<file path="config.mk">
export PLATFORM = sky130hd
export DESIGN_NAME = tsq_decoder
export DESIGN_NICKNAME = d
export VERILOG_FILES = /design/src/tsq_pkg.sv /design/src/tsq_decoder.sv
export SDC_FILE = /design/constraint.sdc
export NUM_CORES = 1
export LEC_CHECK = 0
export BUFFER_PORTS_ARGS = -buffer_cell sky130_fd_sc_hd__buf_2
export CAP_MARGIN = 20
export CORE_MARGIN = 8
export CORE_UTILIZATION = 55
export DETAILED_ROUTE_END_ITERATION = 12
export PLACE_DENSITY = 0.73
export SYNTH_ARGS = -nofsm -noshare
export SYNTH_HDL_FRONTEND = slang
export SYNTH_SLANG_ARGS = --single-unit
</file>
<file path="constraint.sdc">
create_clock -name pclk -period 7.92 [get_ports pclk]
set_clock_uncertainty 0.1 [all_clocks]
set_input_delay 2.376 -clock pclk [delete_from_list [all_inputs] [get_ports pclk]]
set_output_delay 2.376 -clock pclk [all_outputs]
set_load 0.01 [all_outputs]
</file>
<file path="src/tsq_pkg.sv">
// Package for the trigger step command decoder: register map, codes, carriers
package tsq_pkg;
    localparam int          TSQ_ADDR_W     = 8;
    localparam int          TSQ_DATA_W     = 16;
    localparam int          TSQ_STEPS      = 32;
    localparam int          TSQ_QWORDS     = 16;
    // Register byte offsets
    localparam logic [7:0]  TSQ_OFF_CTRL   = 8'h00;
    localparam logic [7:0]  TSQ_OFF_STAT   = 8'h04;
    localparam logic [7:0]  TSQ_OFF_BTE    = 8'h08;
    localparam logic [7:0]  TSQ_OFF_HOLD   = 8'h0c;
    localparam logic [7:0]  TSQ_OFF_ADJ    = 8'h10;
    localparam logic [7:0]  TSQ_OFF_LIT    = 8'h14;
    localparam logic [7:0]  TSQ_OFF_C0LIM  = 8'h18;
    localparam logic [7:0]  TSQ_OFF_C1LIM  = 8'h1c;
    localparam logic [7:0]  TSQ_OFF_T0LIM  = 8'h20;
    localparam logic [7:0]  TSQ_OFF_T1LIM  = 8'h24;
    localparam logic [7:0]  TSQ_OFF_SDLIM  = 8'h28;
    localparam logic [7:0]  TSQ_OFF_QPTR   = 8'h2c;
    localparam logic [7:0]  TSQ_OFF_ADCSEL = 8'h30;
    localparam logic [7:0]  TSQ_OFF_CNT    = 8'h34;
    localparam logic [7:0]  TSQ_OFF_QUE    = 8'h40;
    localparam logic [7:0]  TSQ_OFF_QEND   = 8'h7c;
    // Control register bits
    localparam int          TSQ_CTRL_EN    = 0;
    localparam int          TSQ_CTRL_STRT  = 1;
    localparam int          TSQ_CTRL_SWT   = 2;
    localparam int          TSQ_CTRL_SDEN  = 3;
    // Command codes (step bits 7:4; the 3-bit codes are step bits 7:5)
    localparam logic [3:0]  TSQ_CMD_CTRL   = 4'h0;
    localparam logic [3:0]  TSQ_CMD_ADDCP  = 4'h1;
    localparam logic [2:0]  TSQ_CMD_STRB   = 3'h1;
    localparam logic [3:0]  TSQ_CMD_WRISE  = 4'h4;
    localparam logic [3:0]  TSQ_CMD_WFALL  = 4'h5;
    localparam logic [3:0]  TSQ_CMD_IRQ    = 4'h7;
    localparam logic [2:0]  TSQ_CMD_TRIG   = 3'h4;
    localparam logic [2:0]  TSQ_CMD_JMP    = 3'h5;
    localparam logic [2:0]  TSQ_CMD_LOOP0  = 3'h6;
    localparam logic [2:0]  TSQ_CMD_LOOP1  = 3'h7;
    // Control options
    localparam logic [3:0]  TSQ_OPT_SDOFF  = 4'h2;
    localparam logic [3:0]  TSQ_OPT_SDON   = 4'h6;
    localparam logic [3:0]  TSQ_OPT_TMR0   = 4'h8;
    localparam logic [3:0]  TSQ_OPT_TMR1   = 4'h9;
    localparam logic [3:0]  TSQ_OPT_SWT    = 4'hb;
    localparam logic [3:0]  TSQ_OPT_C0ADC  = 4'hc;
    localparam logic [3:0]  TSQ_OPT_C1ADC  = 4'hd;
    localparam logic [3:0]  TSQ_OPT_LITADC = 4'he;
    localparam logic [3:0]  TSQ_OPT_BCAST  = 4'hf;
    localparam int          TSQ_TGT_NUM    = 6;
    localparam int          TSQ_IRQ_NUM    = 4;
    localparam logic [4:0]  TSQ_CHSEL_MSK  = 5'h1f;

    typedef enum logic [2:0] {
        TSQ_ST_IDLE  = 3'b000,
        TSQ_ST_EXEC  = 3'b001,
        TSQ_ST_WAIT  = 3'b010,
        TSQ_ST_DELAY = 3'b011
    } tsq_state_e;

    typedef struct packed {
        logic [3:0] cmd;
        logic [3:0] opt;
    } tsq_step_s;

    typedef struct packed {
        logic [31:0] trig;
        logic [3:0]  irq;
    } tsq_pulse_s;
endpackage : tsq_pkg

</file>
<file path="src/tsq_decoder.sv">
// Trigger step sequencer: APB registers, step queue, command decode and execute
module tsq_decoder #(
    parameter int STEP_W = 5
) (
    input  wire logic                           pclk,
    input  wire logic                           presetn,
    input  wire logic                           psel,
    input  wire logic                           penable,
    input  wire logic                           pwrite,
    input  wire logic [tsq_pkg::TSQ_ADDR_W-1:0] paddr,
    input  wire logic [31:0]                    pwdata,
    output logic      [31:0]                    prdata,
    output logic                                pready,
    output logic                                pslverr,
    input  wire logic [15:0]                    trig_in,
    output tsq_pkg::tsq_pulse_s                 pulse_out,
    output logic      [15:0]                    adc_channel_select
);
    import tsq_pkg::*;

    localparam int DW = TSQ_DATA_W;

    // Step queue memory, no reset
    logic [DW-1:0] queue_mem [TSQ_QWORDS];

    tsq_state_e     state_r, state_nxt;
    logic [STEP_W-1:0] queue_pointer_r, queue_pointer_nxt;
    logic [DW-1:0]  limit_r [TSQ_TGT_NUM];
    logic [DW-1:0]  limit_nxt [TSQ_TGT_NUM];
    logic [DW-1:0]  hold_value_r, hold_value_nxt;
    logic [DW-1:0]  adjust_value_r, adjust_value_nxt;
    logic [31:0]    bte_r, bte_nxt;
    logic [DW-1:0]  loop_counter_0_r, loop_counter_0_nxt;
    logic [DW-1:0]  loop_counter_1_r, loop_counter_1_nxt;
    logic [DW-1:0]  timer_r, timer_nxt;
    logic [DW-1:0]  adc_sel_r, adc_sel_nxt;
    logic           sequencer_enable_r, sequencer_enable_nxt;
    logic           sequencer_start_r, sequencer_start_nxt;
    logic           software_trigger_bit_r, software_trigger_bit_nxt;
    logic           swt_prev_r, swt_prev_nxt;
    logic           sd_en_r, sd_en_nxt;
    logic           wait_tmr1_r, wait_tmr1_nxt;
    logic [1:0]     wait_kind_r, wait_kind_nxt;
    logic [3:0]     wait_sel_r, wait_sel_nxt;
    logic [15:0]    trig_prev_r;
    tsq_pulse_s     pulse_r, pulse_nxt;
    logic [31:0]    prdata_r, prdata_nxt;
    logic           q_we;
    logic [3:0]     q_widx;

    localparam logic [1:0] WK_RISE = 2'd0;
    localparam logic [1:0] WK_FALL = 2'd1;
    localparam logic [1:0] WK_TMR  = 2'd2;
    localparam logic [1:0] WK_SWT  = 2'd3;
    // Limit array indices: c0lim, c1lim, t0lim, t1lim, sdlim, literal
    localparam int IX_C0 = 0;
    localparam int IX_C1 = 1;
    localparam int IX_T0 = 2;
    localparam int IX_T1 = 3;
    localparam int IX_SD = 4;
    localparam int IX_LIT = 5;

    logic        running;
    logic        apb_wr, apb_rd;
    logic [15:0] qword;
    tsq_step_s   step;
    logic [4:0]  val5;
    logic        rise_seen, fall_seen;

    assign running = sequencer_enable_r && sequencer_start_r;
    assign apb_wr  = psel && penable && pwrite;
    assign apb_rd  = psel && !penable && !pwrite;
    assign pready  = 1'b1;
    assign pslverr = 1'b0;
    assign prdata  = prdata_r;
    assign pulse_out = pulse_r;
    assign adc_channel_select = adc_sel_r;

    // Fetch: odd step high byte
    assign qword = queue_mem[queue_pointer_r[STEP_W-1:1]];
    assign step  = queue_pointer_r[0] ? qword[15:8] : qword[7:0];
    assign val5  = {step.cmd[0], step.opt};
    assign rise_seen = trig_in[wait_sel_r] && !trig_prev_r[wait_sel_r];
    assign fall_seen = !trig_in[wait_sel_r] && trig_prev_r[wait_sel_r];

    assign q_we   = apb_wr && !running && paddr >= TSQ_OFF_QUE && paddr <= TSQ_OFF_QEND;
    assign q_widx = paddr[5:2];

    always_ff @(posedge pclk) begin
        if (q_we) begin
            queue_mem[q_widx] <= pwdata[15:0];
        end
    end

    always_comb begin
        state_nxt = state_r;
        queue_pointer_nxt = queue_pointer_r;
        limit_nxt = limit_r;
        hold_value_nxt = hold_value_r;
        adjust_value_nxt = adjust_value_r;
        bte_nxt = bte_r;
        loop_counter_0_nxt = loop_counter_0_r;
        loop_counter_1_nxt = loop_counter_1_r;
        timer_nxt = timer_r;
        adc_sel_nxt = adc_sel_r;
        sequencer_enable_nxt = sequencer_enable_r;
        sequencer_start_nxt = sequencer_start_r;
        software_trigger_bit_nxt = software_trigger_bit_r;
        swt_prev_nxt = software_trigger_bit_r;
        sd_en_nxt = sd_en_r;
        wait_tmr1_nxt = wait_tmr1_r;
        wait_kind_nxt = wait_kind_r;
        wait_sel_nxt = wait_sel_r;
        pulse_nxt = '0;
        prdata_nxt = prdata_r;

        // APB writes; configuration other than CTRL and BTE locked while running
        if (apb_wr) begin
            case (paddr)
                TSQ_OFF_CTRL: begin
                    sequencer_enable_nxt = pwdata[TSQ_CTRL_EN];
                    sequencer_start_nxt = pwdata[TSQ_CTRL_STRT];
                    software_trigger_bit_nxt = pwdata[TSQ_CTRL_SWT];
                    sd_en_nxt = pwdata[TSQ_CTRL_SDEN];
                end
                TSQ_OFF_BTE: bte_nxt = pwdata;
                default: begin
                    if (!running) begin
                        case (paddr)
                            TSQ_OFF_HOLD:  hold_value_nxt = pwdata[DW-1:0];
                            TSQ_OFF_ADJ:   adjust_value_nxt = pwdata[DW-1:0];
                            TSQ_OFF_LIT:   limit_nxt[IX_LIT] = pwdata[DW-1:0];
                            TSQ_OFF_C0LIM: limit_nxt[IX_C0] = pwdata[DW-1:0];
                            TSQ_OFF_C1LIM: limit_nxt[IX_C1] = pwdata[DW-1:0];
                            TSQ_OFF_T0LIM: limit_nxt[IX_T0] = pwdata[DW-1:0];
                            TSQ_OFF_T1LIM: limit_nxt[IX_T1] = pwdata[DW-1:0];
                            TSQ_OFF_SDLIM: limit_nxt[IX_SD] = pwdata[DW-1:0];
                            TSQ_OFF_QPTR:  queue_pointer_nxt = pwdata[STEP_W-1:0];
                            TSQ_OFF_ADCSEL: adc_sel_nxt = pwdata[DW-1:0];
                            default: ;
                        endcase
                    end
                end
            endcase
        end

        // APB read data captured in setup phase
        if (apb_rd) begin
            case (paddr)
                TSQ_OFF_CTRL:  prdata_nxt = {28'h0, sd_en_r, software_trigger_bit_r,
                                             sequencer_start_r, sequencer_enable_r};
                TSQ_OFF_STAT:  prdata_nxt = {29'h0, state_r};
                TSQ_OFF_BTE:   prdata_nxt = bte_r;
                TSQ_OFF_HOLD:  prdata_nxt = {16'h0, hold_value_r};
                TSQ_OFF_ADJ:   prdata_nxt = {16'h0, adjust_value_r};
                TSQ_OFF_LIT:   prdata_nxt = {16'h0, limit_r[IX_LIT]};
                TSQ_OFF_C0LIM: prdata_nxt = {16'h0, limit_r[IX_C0]};
                TSQ_OFF_C1LIM: prdata_nxt = {16'h0, limit_r[IX_C1]};
                TSQ_OFF_T0LIM: prdata_nxt = {16'h0, limit_r[IX_T0]};
                TSQ_OFF_T1LIM: prdata_nxt = {16'h0, limit_r[IX_T1]};
                TSQ_OFF_SDLIM: prdata_nxt = {16'h0, limit_r[IX_SD]};
                TSQ_OFF_QPTR:  prdata_nxt = {27'h0, queue_pointer_r};
                TSQ_OFF_ADCSEL: prdata_nxt = {16'h0, adc_sel_r};
                TSQ_OFF_CNT:   prdata_nxt = {loop_counter_1_r, loop_counter_0_r};
                default: begin
                    if (paddr >= TSQ_OFF_QUE && paddr <= TSQ_OFF_QEND) begin
                        prdata_nxt = {16'h0, queue_mem[paddr[5:2]]};
                    end else begin
                        prdata_nxt = 32'h0;
                    end
                end
            endcase
        end

        // Sequencer
        case (running ? state_r : TSQ_ST_IDLE)
            TSQ_ST_IDLE: begin
                if (running) begin
                    state_nxt = TSQ_ST_EXEC;
                end
            end
            TSQ_ST_EXEC: begin
                queue_pointer_nxt = queue_pointer_r + 1'b1;
                state_nxt = sd_en_r ? TSQ_ST_DELAY : TSQ_ST_EXEC;
                timer_nxt = '0;
                case (step.cmd)
                    TSQ_CMD_CTRL: begin
                        case (step.opt)
                            TSQ_OPT_SDOFF: begin
                                sd_en_nxt = 1'b0;
                                state_nxt = TSQ_ST_EXEC;
                            end
                            TSQ_OPT_SDON: sd_en_nxt = 1'b1;
                            TSQ_OPT_TMR0, TSQ_OPT_TMR1: begin
                                wait_kind_nxt = WK_TMR;
                                wait_tmr1_nxt = step.opt[0];
                                state_nxt = TSQ_ST_WAIT;
                            end
                            TSQ_OPT_SWT: begin
                                wait_kind_nxt = WK_SWT;
                                state_nxt = TSQ_ST_WAIT;
                            end
                            TSQ_OPT_C0ADC:  adc_sel_nxt = loop_counter_0_r;
                            TSQ_OPT_C1ADC:  adc_sel_nxt = loop_counter_1_r;
                            TSQ_OPT_LITADC: adc_sel_nxt = limit_r[IX_LIT];
                            TSQ_OPT_BCAST:  pulse_nxt.trig = bte_r;
                            default: ;
                        endcase
                    end
                    TSQ_CMD_ADDCP: begin
                        if (step.opt[2:0] < 3'(TSQ_TGT_NUM)) begin
                            if (!step.opt[3]) begin
                                limit_nxt[step.opt[2:0]] = limit_r[step.opt[2:0]]
                                                           + adjust_value_r;
                            end else begin
                                limit_nxt[step.opt[2:0]] = hold_value_r;
                            end
                        end
                    end
                    TSQ_CMD_WRISE, TSQ_CMD_WFALL: begin
                        wait_kind_nxt = step.cmd[0] ? WK_FALL : WK_RISE;
                        wait_sel_nxt = step.opt;
                        state_nxt = TSQ_ST_WAIT;
                    end
                    TSQ_CMD_IRQ: begin
                        if (step.opt < 4'(TSQ_IRQ_NUM)) begin
                            pulse_nxt.irq[step.opt[1:0]] = 1'b1;
                        end
                    end
                    default: begin
                        case (step.cmd[3:1])
                            TSQ_CMD_STRB: adc_sel_nxt[4:0] = val5 & TSQ_CHSEL_MSK;
                            TSQ_CMD_TRIG: pulse_nxt.trig[val5] = 1'b1;
                            TSQ_CMD_JMP:  queue_pointer_nxt = val5;
                            TSQ_CMD_LOOP0: begin
                                if (loop_counter_0_r != limit_r[IX_C0]) begin
                                    loop_counter_0_nxt = loop_counter_0_r + 1'b1;
                                    queue_pointer_nxt = val5;
                                end
                            end
                            TSQ_CMD_LOOP1: begin
                                if (loop_counter_1_r != limit_r[IX_C1]) begin
                                    loop_counter_1_nxt = loop_counter_1_r + 1'b1;
                                    queue_pointer_nxt = val5;
                                end
                            end
                            default: ;
                        endcase
                    end
                endcase
                if (state_nxt == TSQ_ST_WAIT) begin
                    queue_pointer_nxt = queue_pointer_r;
                end
            end
            TSQ_ST_WAIT: begin
                case (wait_kind_r)
                    WK_RISE: if (rise_seen) state_nxt = sd_en_r ? TSQ_ST_DELAY : TSQ_ST_EXEC;
                    WK_FALL: if (fall_seen) state_nxt = sd_en_r ? TSQ_ST_DELAY : TSQ_ST_EXEC;
                    WK_TMR: begin
                        if (timer_r == limit_r[wait_tmr1_r ? IX_T1 : IX_T0]) begin
                            state_nxt = sd_en_r ? TSQ_ST_DELAY : TSQ_ST_EXEC;
                            timer_nxt = '0;
                        end else begin
                            timer_nxt = timer_r + 1'b1;
                        end
                    end
                    default: begin
                        if (software_trigger_bit_r && !swt_prev_r) begin
                            state_nxt = sd_en_r ? TSQ_ST_DELAY : TSQ_ST_EXEC;
                        end
                    end
                endcase
                if (state_nxt != TSQ_ST_WAIT) begin
                    queue_pointer_nxt = queue_pointer_r + 1'b1;
                end
            end
            TSQ_ST_DELAY: begin
                if (timer_r >= limit_r[IX_SD]) begin
                    state_nxt = TSQ_ST_EXEC;
                    timer_nxt = '0;
                end else begin
                    timer_nxt = timer_r + 1'b1;
                end
            end
            default: state_nxt = TSQ_ST_IDLE;
        endcase
        if (!running) begin
            state_nxt = TSQ_ST_IDLE;
        end
    end

    always_ff @(posedge pclk or negedge presetn) begin
        if (!presetn) begin
            state_r <= TSQ_ST_IDLE;
            queue_pointer_r <= '0;
            for (int i = 0; i < TSQ_TGT_NUM; i++) begin
                limit_r[i] <= '0;
            end
            hold_value_r <= '0;
            adjust_value_r <= '0;
            bte_r <= '0;
            loop_counter_0_r <= '0;
            loop_counter_1_r <= '0;
            timer_r <= '0;
            adc_sel_r <= '0;
            sequencer_enable_r <= 1'b0;
            sequencer_start_r <= 1'b0;
            software_trigger_bit_r <= 1'b0;
            swt_prev_r <= 1'b0;
            sd_en_r <= 1'b0;
            wait_tmr1_r <= 1'b0;
            wait_kind_r <= WK_RISE;
            wait_sel_r <= '0;
            trig_prev_r <= '0;
            pulse_r <= '0;
            prdata_r <= '0;
        end else begin
            state_r <= state_nxt;
            queue_pointer_r <= queue_pointer_nxt;
            limit_r <= limit_nxt;
            hold_value_r <= hold_value_nxt;
            adjust_value_r <= adjust_value_nxt;
            bte_r <= bte_nxt;
            loop_counter_0_r <= loop_counter_0_nxt;
            loop_counter_1_r <= loop_counter_1_nxt;
            timer_r <= timer_nxt;
            adc_sel_r <= adc_sel_nxt;
            sequencer_enable_r <= sequencer_enable_nxt;
            sequencer_start_r <= sequencer_start_nxt;
            software_trigger_bit_r <= software_trigger_bit_nxt;
            swt_prev_r <= swt_prev_nxt;
            sd_en_r <= sd_en_nxt;
            wait_tmr1_r <= wait_tmr1_nxt;
            wait_kind_r <= wait_kind_nxt;
            wait_sel_r <= wait_sel_nxt;
            trig_prev_r <= trig_in;
            pulse_r <= pulse_nxt;
            prdata_r <= prdata_nxt;
        end
    end

    AST_JUMP_LOADS: assert property (@(posedge pclk) disable iff (!presetn)
        state_r == TSQ_ST_EXEC && running && step.cmd[3:1] == TSQ_CMD_JMP
        |=> queue_pointer_r == $past(val5))
        else $error("Jump did not load pointer");
    AST_ADVANCE: assert property (@(posedge pclk) disable iff (!presetn)
        state_r == TSQ_ST_EXEC && running && step.cmd[3] == 1'b0 && state_nxt != TSQ_ST_WAIT
        |=> queue_pointer_r == $past(queue_pointer_r) + 1'b1)
        else $error("Pointer did not advance");
    AST_TRIG_ONEHOT: assert property (@(posedge pclk) disable iff (!presetn)
        state_r == TSQ_ST_EXEC && running && step.cmd[3:1] == TSQ_CMD_TRIG
        |=> $onehot(pulse_out.trig) && pulse_out.trig[$past(val5)])
        else $error("Trigger pulse wrong");
    AST_PULSE_ONE: assert property (@(posedge pclk) disable iff (!presetn)
        pulse_out.trig != '0 |=> pulse_out.trig == '0 || $past(state_r) == TSQ_ST_EXEC)
        else $error("Trigger held too long");
    AST_STRB: assert property (@(posedge pclk) disable iff (!presetn)
        state_r == TSQ_ST_EXEC && running && step.cmd[3:1] == TSQ_CMD_STRB
        |=> adc_channel_select[4:0] == $past(val5))
        else $error("Channel field not written");
    AST_LOOP0_EQ: assert property (@(posedge pclk) disable iff (!presetn)
        state_r == TSQ_ST_EXEC && running && step.cmd[3:1] == TSQ_CMD_LOOP0
        && loop_counter_0_r == limit_r[IX_C0]
        |=> queue_pointer_r == $past(queue_pointer_r) + 1'b1 && $stable(loop_counter_0_r))
        else $error("Loop 0 exit wrong");
    AST_LOOP1_NE: assert property (@(posedge pclk) disable iff (!presetn)
        state_r == TSQ_ST_EXEC && running && step.cmd[3:1] == TSQ_CMD_LOOP1
        && loop_counter_1_r != limit_r[IX_C1]
        |=> loop_counter_1_r == $past(loop_counter_1_r) + 1'b1)
        else $error("Loop 1 count wrong");
    AST_LOCK: assert property (@(posedge pclk) disable iff (!presetn)
        running && $past(running) |-> $stable(hold_value_r) && $stable(adjust_value_r))
        else $error("Locked register changed");
endmodule : tsq_decoder

</file>
==> results.toml, run 1 <==
[synth]
yosysMostFrequentCell = "dfrtp_1"
synth-edff-count = 256
yosysWarnings = 0
synth_area_leader_cell = "dfrtp_1"
syn-instance-count = 2571
synth_flop_cell = "dfrtp_1"
syn_avg_cell_area_sq_um = 12.0
synthTopCellsByCount = "dfrtp_1, edfxtp_1, nor2_1"
async_flop_share = 0.562
syn_area_sq_um = 31000
synth_top_area_share = 0.265
synthTopCellsByArea = "dfrtp_1, edfxtp_1, mux4_2"
ys_ff_latch = 584
yosysUniqueCellTypes = 79
ys_seq_area_frac = 0.513

[die]
core_sq_um = 56100
die-area_sq_um = 64100
rows = 87
die_x_um = 253
die_y_um = 253
io_pins = 147
initial_core_util = 0.552

[sta]
timing_hold_violations_final = 0
finalSetupViolations = 0
final.min_clock_period_ps = 6330
drv_slew = 0
holdWs_ps = 411
relSlewSlack = 0.149
fin_setup_tns_ps = 0
rsz0062_at_grt = "no"
worstMarginPinSlew_ps = 1270
finalCritPeriodShare = 0.799
fmax_mhz = 158

[grt]
antenna_found_initial = 4
grt_pass1_vias = 23800
grt_max_degree = 168
gr-total-overflow = 0
grt_use_total = 0.338
grt_pass1_wl_um = 160000

[pwr]
pwr-share-seq = 0.470
p_leak_nw = 13.8
power_density_nw_per_um2 = 200
combPwrFrac = 0.070
ir_drop_mv = 0.315
power.clock.fraction = 0.460
internal-power_mw = 5.29
switching_share = 0.238
p_sw_mw = 1.65

[clocking]
clk_path_buf_depth = 3
path_clk_slew_ps = 60
cts_made_buffers = 61
cts.repair.resized = 0
cts_setup_buffers = 0
htreeDepth = 2
hold_buffers = 0
root_buffer = "clkbuf_16"
cts_tree = "built"
cts.sinks = 584
clkLatencyLatePin_ps = 670

[setup_path]
arrival_ps = 6730
worstSetupPathType = "reg -> reg"
crit_path_max_fanout = 36
cp-start-kind = "register"
end_kind = "register"
reg2reg_depth = 19
cp_data_required_time_ps = 8320

[detailed_routing]
vias = 24400
ant_nets = 0
routed_via_density = 7.05
drc = 0
wirelength_um = 110000
drtIter0Drc = 3773
routedWlPerCell_um = 31.8
dr.pass1.iters = 7

[cells_and_area]
n_fill_cell = 4302
syn_to_final_growth_pct = 12.3
drive_gt1_frac = 0.225
nets = 2755

[place]
place.gp.congestion = 1.01
numPortBuffers = 144
post-dp-hpwl_um = 75100

[job]
maxCapViolCount = 0

[min_path]
holdPathStages = 1
hold_path.class = "reg -> reg"

[outcome]
outcome = "finished clean"
-- path summary, 6_finish.rpt --
path	endpoint	startpoint	slack [ps]
worst max-delay path	limit_r[30]	queue_pointer_r[3]	1590
max in group asynchronous	limit_r[25]	presetn	4580
worst max register to register	limit_r[30]	queue_pointer_r[3]	1590
worst min register to register	prdata[8]	prdata[8]	410
worst min-delay path	prdata[8]	prdata[8]	410
min in group asynchronous	pulse_out[9]	presetn	1650
-- logic make-up after synthesis --
group           Yosys count  share of synthesized area
mux                     374                      0.177
fa+ha+maj                40                     0.0164
other cells               2                   0.000243
flops                   584                      0.513
simple gates            659                      0.104
buf+inv                 226                     0.0313
compound gates          582                      0.128
xor+xnor                104                     0.0294
-- layer usage --
| layer | GRT usage | wire length (um) |
|---|---|---|
| met1 | 0.437 | 40300 |
| met2 | 0.512 | 48900 |
| met3 | 0.0963 | 13700 |
| met4 | 0.185 | 7150 |
| met5 | 0 | 52 |
-- power groups by stage --
stage	clock network, mW	registers (mW)	logic (mW)
5_1_grt	3.32	3.26	0.516
2_1_floorplan	0	3.31	0.257
3_5_place_dp	0	3.32	0.478
4_1_cts	3.21	3.26	0.481
6_report	3.19	3.26	0.489
3_3_place_gp	0	3.32	0.470
-- sequential cells by signal, indices dropped and copies added (netlist names), 5 cells and up --
name,cells
pulse_out,36
trig_prev_r,16
prdata,32
queue_mem,256
adjust_value_r,16
queue_pointer_r,5
bte_r,32
adc_channel_select,16
timer_r,16
loop_counter_0_r,16
loop_counter_1_r,16
hold_value_r,16
limit_r,96
-- per-stage QoR --
step / total power, mW / setup WS, ps / cells / cell area, sq um / utilization
6_report: 6.94 / 1590 / 3464 / 34800 / 0.620
2_1_floorplan: 3.57 / 2330 / 2572 / 31000 / -
5_1_grt: 7.10 / 1220 / 3461 / 34800 / 0.620
3_5_place_dp: 3.80 / 1730 / 3343 / 32400 / 0.579
3_3_place_gp: 3.78 / 1890 / 3343 / 32400 / 0.579
4_1_cts: 6.95 / 1680 / 3457 / 34700 / 0.619
-- cell type report --
cell class / count / area (sq um) / share of cell area
repair buffers: 207 / 1260 / 0.0364
flip-flops and latches: 584 / 15900 / 0.457
clock buffers: 72 / 1640 / 0.0471
clock inverters: 42 / 603 / 0.0173
diodes: 3 / 7.51 / 0.000216
multi-input cells: 1762 / 14300 / 0.410
well taps: 756 / 946 / 0.0272
inverters: 38 / 144 / 0.00414
-- cells in the final DEF, fill, tap and decap left out, types with 13 or more instances in the layout --
cell type  count
dfrtp_1      326
edfxtp_1     256
nor2_1       206
a21oi_1      177
buf_2        142
mux2i_1      138
nand2_1      127
mux4_2       127
mux2_2       108
nor2b_1       92
a211oi_1      90
a22oi_1       83
xnor2_1       69
clkbuf_16     62
buf_4         59
nand3_1       58
o21ai_0       56
ha_1          39
inv_1         37
xor2_1        35
a222oi_1      32
o22ai_1       26
a221oi_1      25
nor3_1        24
and3_1        21
nand4_1       19
nand2b_1      17
a22o_1        13
nor3_2        13
clkinv_2      13
bufinv_16     13
-- worst max-delay path, cell delays in order, from the launching register on --
cell and delay, ps:
dfrtp_2 1050, buf_4 390, mux2i_1 130, a22oi_1 200, nand3_1 200, nand3_4 260
buf_4 450, mux2_2 380, o21ai_0 140, o22ai_1 130, fa_1 470, a21o_1 180
a21oi_1 320, o211ai_1 190, a41o_1 290, a21o_1 210, nand3_1 130, a21oi_1 90
nor3_1 630, a31oi_1 180
No activity file was read; power rests on OpenSTA's default activity.
==> run 2, diff against run 1 <==
--- a/config.mk
+++ b/config.mk
@@ -10,7 +10,7 @@
 export CORE_MARGIN = 8
 export CORE_UTILIZATION = 55
 export DETAILED_ROUTE_END_ITERATION = 12
-export PLACE_DENSITY = 0.73
+export PLACE_DENSITY = 0.75
 export SYNTH_ARGS = -nofsm -noshare
 export SYNTH_HDL_FRONTEND = slang
 export SYNTH_SLANG_ARGS = --single-unit
==> constraint.sdc (replaced) <==
create_clock -name pclk -period 5.7 [get_ports pclk]
set_clock_uncertainty 0.1 [all_clocks]
set_input_delay 1.71 -clock pclk [delete_from_list [all_inputs] [get_ports pclk]]
set_output_delay 1.71 -clock pclk [all_outputs]
set_load 0.01 [all_outputs]
==> results.toml, run 2 (same netlist as run 1, synthesis figures left out) <==
[outcome]
outcome = "finished clean"

[cells_and_area]
nets = 2793
layout_commonest_cell = "dfrtp_1"
drive_gt1_frac = 0.231
top_register = "queue_mem"
multi_input_area_sq_um = 14200
largest_reg_flops = 256
n_fill_cell = 4247
syn_to_final_growth_pct = 13.0
final_cell_area_sq_um = 35000
regArea_sq_um = 15900
layout_common_cells = "dfrtp_1, edfxtp_1, nor2_1"

[setup_path]
worstSetupPathType = "reg -> reg"
cp-start-kind = "register"
critical_path.cell_chain = "nor3b_1 > a22o_1 > nor2_2 > nand3_4 > buf_12 > mux2_2 > o21ai_0 > o22ai_1 > fa_1 > a21o_1 > a21oi_1 > o211ai_1 > a41o_1 > a21o_1 > a21oi_1 > xnor2_1 > mux2i_1 > a21oi_1"
end_kind = "register"
slowest_delay_ps = 590
crit_top_cell = "a21oi_1"
crit_path_max_fanout = 53
path_delay_family = "compound AO/OA/AOI/OAI gates"
reg2reg_depth = 18
cp_data_required_time_ps = 6110
cp.depth = 18
cp.buffers_inverters = 1
arrival_ps = 5780
cp_slowest_cell = "nor3b_1"

[detailed_routing]
ant_nets = 0
dr.pass1.iters = 8
drtIter0Drc = 3620
drc = 0
routedWlPerCell_um = 32.0
wirelength_um = 112000
vias = 24500
routed_via_density = 7.00

[sta]
fin_setup_tns_ps = 0
finalCritPeriodShare = 0.942
fin_ws_ps = 328
final.min_clock_period_ps = 5370
timing_hold_violations_final = 0
drv_slew = 0
holdWs_ps = 394
finalSetupViolations = 0
fmax_mhz = 186
rsz0062_at_grt = "no"
relSlewSlack = 0.190
worstMarginPinSlew_ps = 1180

[clocking]
hold_buffers = 0
htreeDepth = 2
clkLatencyLatePin_ps = 670
clk_path_buf_depth = 3
cts.sinks = 584
cts_made_buffers = 61
cts_setup_buffers = 0
cts.repair.resized = 0
cts_tree = "built"
path_clk_slew_ps = 70
root_buffer = "clkbuf_16"

[pwr]
p_leak_nw = 14.0
power.clock.fraction = 0.454
power_density_nw_per_um2 = 274
pwr-share-seq = 0.473
fin_total_pwr_mw = 9.57
combPwrFrac = 0.073
ir_drop_mv = 0.301
switching_share = 0.240
p_sw_mw = 2.30
internal-power_mw = 7.27

[place]
placedInstanceArea_sq_um = 32800
post-place-ws_ps = 306
place.gp.congestion = 1.04
numPortBuffers = 144
post-dp-hpwl_um = 79900

[die]
die_x_um = 253
io_pins = 147
rows = 87
initial_core_util = 0.552
core_sq_um = 56100
die_y_um = 253
die-area_sq_um = 64100

[grt]
grt_pass1_vias = 24300
grt_pass1_wl_um = 164000
gr-total-overflow = 0
grt_max_degree = 91
grt_use_total = 0.346
antenna_found_initial = 6

[min_path]
holdPathStages = 1
hold_path.class = "reg -> reg"

[job]
maxCapViolCount = 0
==> run 2: area by class of cell <==
type / instances / share of cell area
repair buffers: 245 / 0.0440
well taps: 756 / 0.0270
inverters: 38 / 0.00411
clock inverters: 48 / 0.0186
flip-flops and latches: 584 / 0.455
diodes: 6 / 0.000429
multi-input cells: 1762 / 0.407
clock buffers: 65 / 0.0441
==> run 2: worst paths after layout <==
path                                    start          end  slack (ps)
min in group asynchronous             presetn   timer_r[4]         970
max reg2reg                queue_pointer_r[2]  limit_r[76]         330
max in group asynchronous             presetn   state_r[1]        3310
min reg2reg                         prdata[8]    prdata[8]         390
max                        queue_pointer_r[2]  limit_r[76]         330
min                                 prdata[8]    prdata[8]         390
==> run 2: worst reg2reg max path: stages (launching register included) <==
cell and delay, ps:
dfrtp_1 540, nor3b_1 600, a22o_1 290, nor2_2 70, nand3_4 110, buf_12 290, mux2_2 390, o21ai_0 160
o22ai_1 140, fa_1 440, a21o_1 180, a21oi_1 310, o211ai_1 180, a41o_1 290, a21o_1 220, a21oi_1 190
xnor2_1 80, mux2i_1 490, a21oi_1 150
==> run 2: power by group through the flow <==
stage	registers, mW	clock network [mW]	logic (mW)
finish	4.53	4.35	0.695
global route	4.53	4.55	0.737
CTS	4.52	4.39	0.685
detailed placement	4.61	0	0.682
global placement	4.60	0	0.670
floorplan	4.60	0	0.357
==> run 2: layer usage <==
layer	up-vias	global-route usage	wire length, um
li1	10100	-	-
met1	12200	0.452	41500
met2	1866	0.530	49700
met3	404	0.0816	13800
met4	4	0.195	7230
met5	-	0	29
==> run 2: per-stage QoR <==
stage	cells	util
final	3504	0.624
after detailed placement	3385	0.585
after CTS	3498	0.624
after global placement	3384	0.584
after global routing	3499	0.624
after floorplan	2572	-
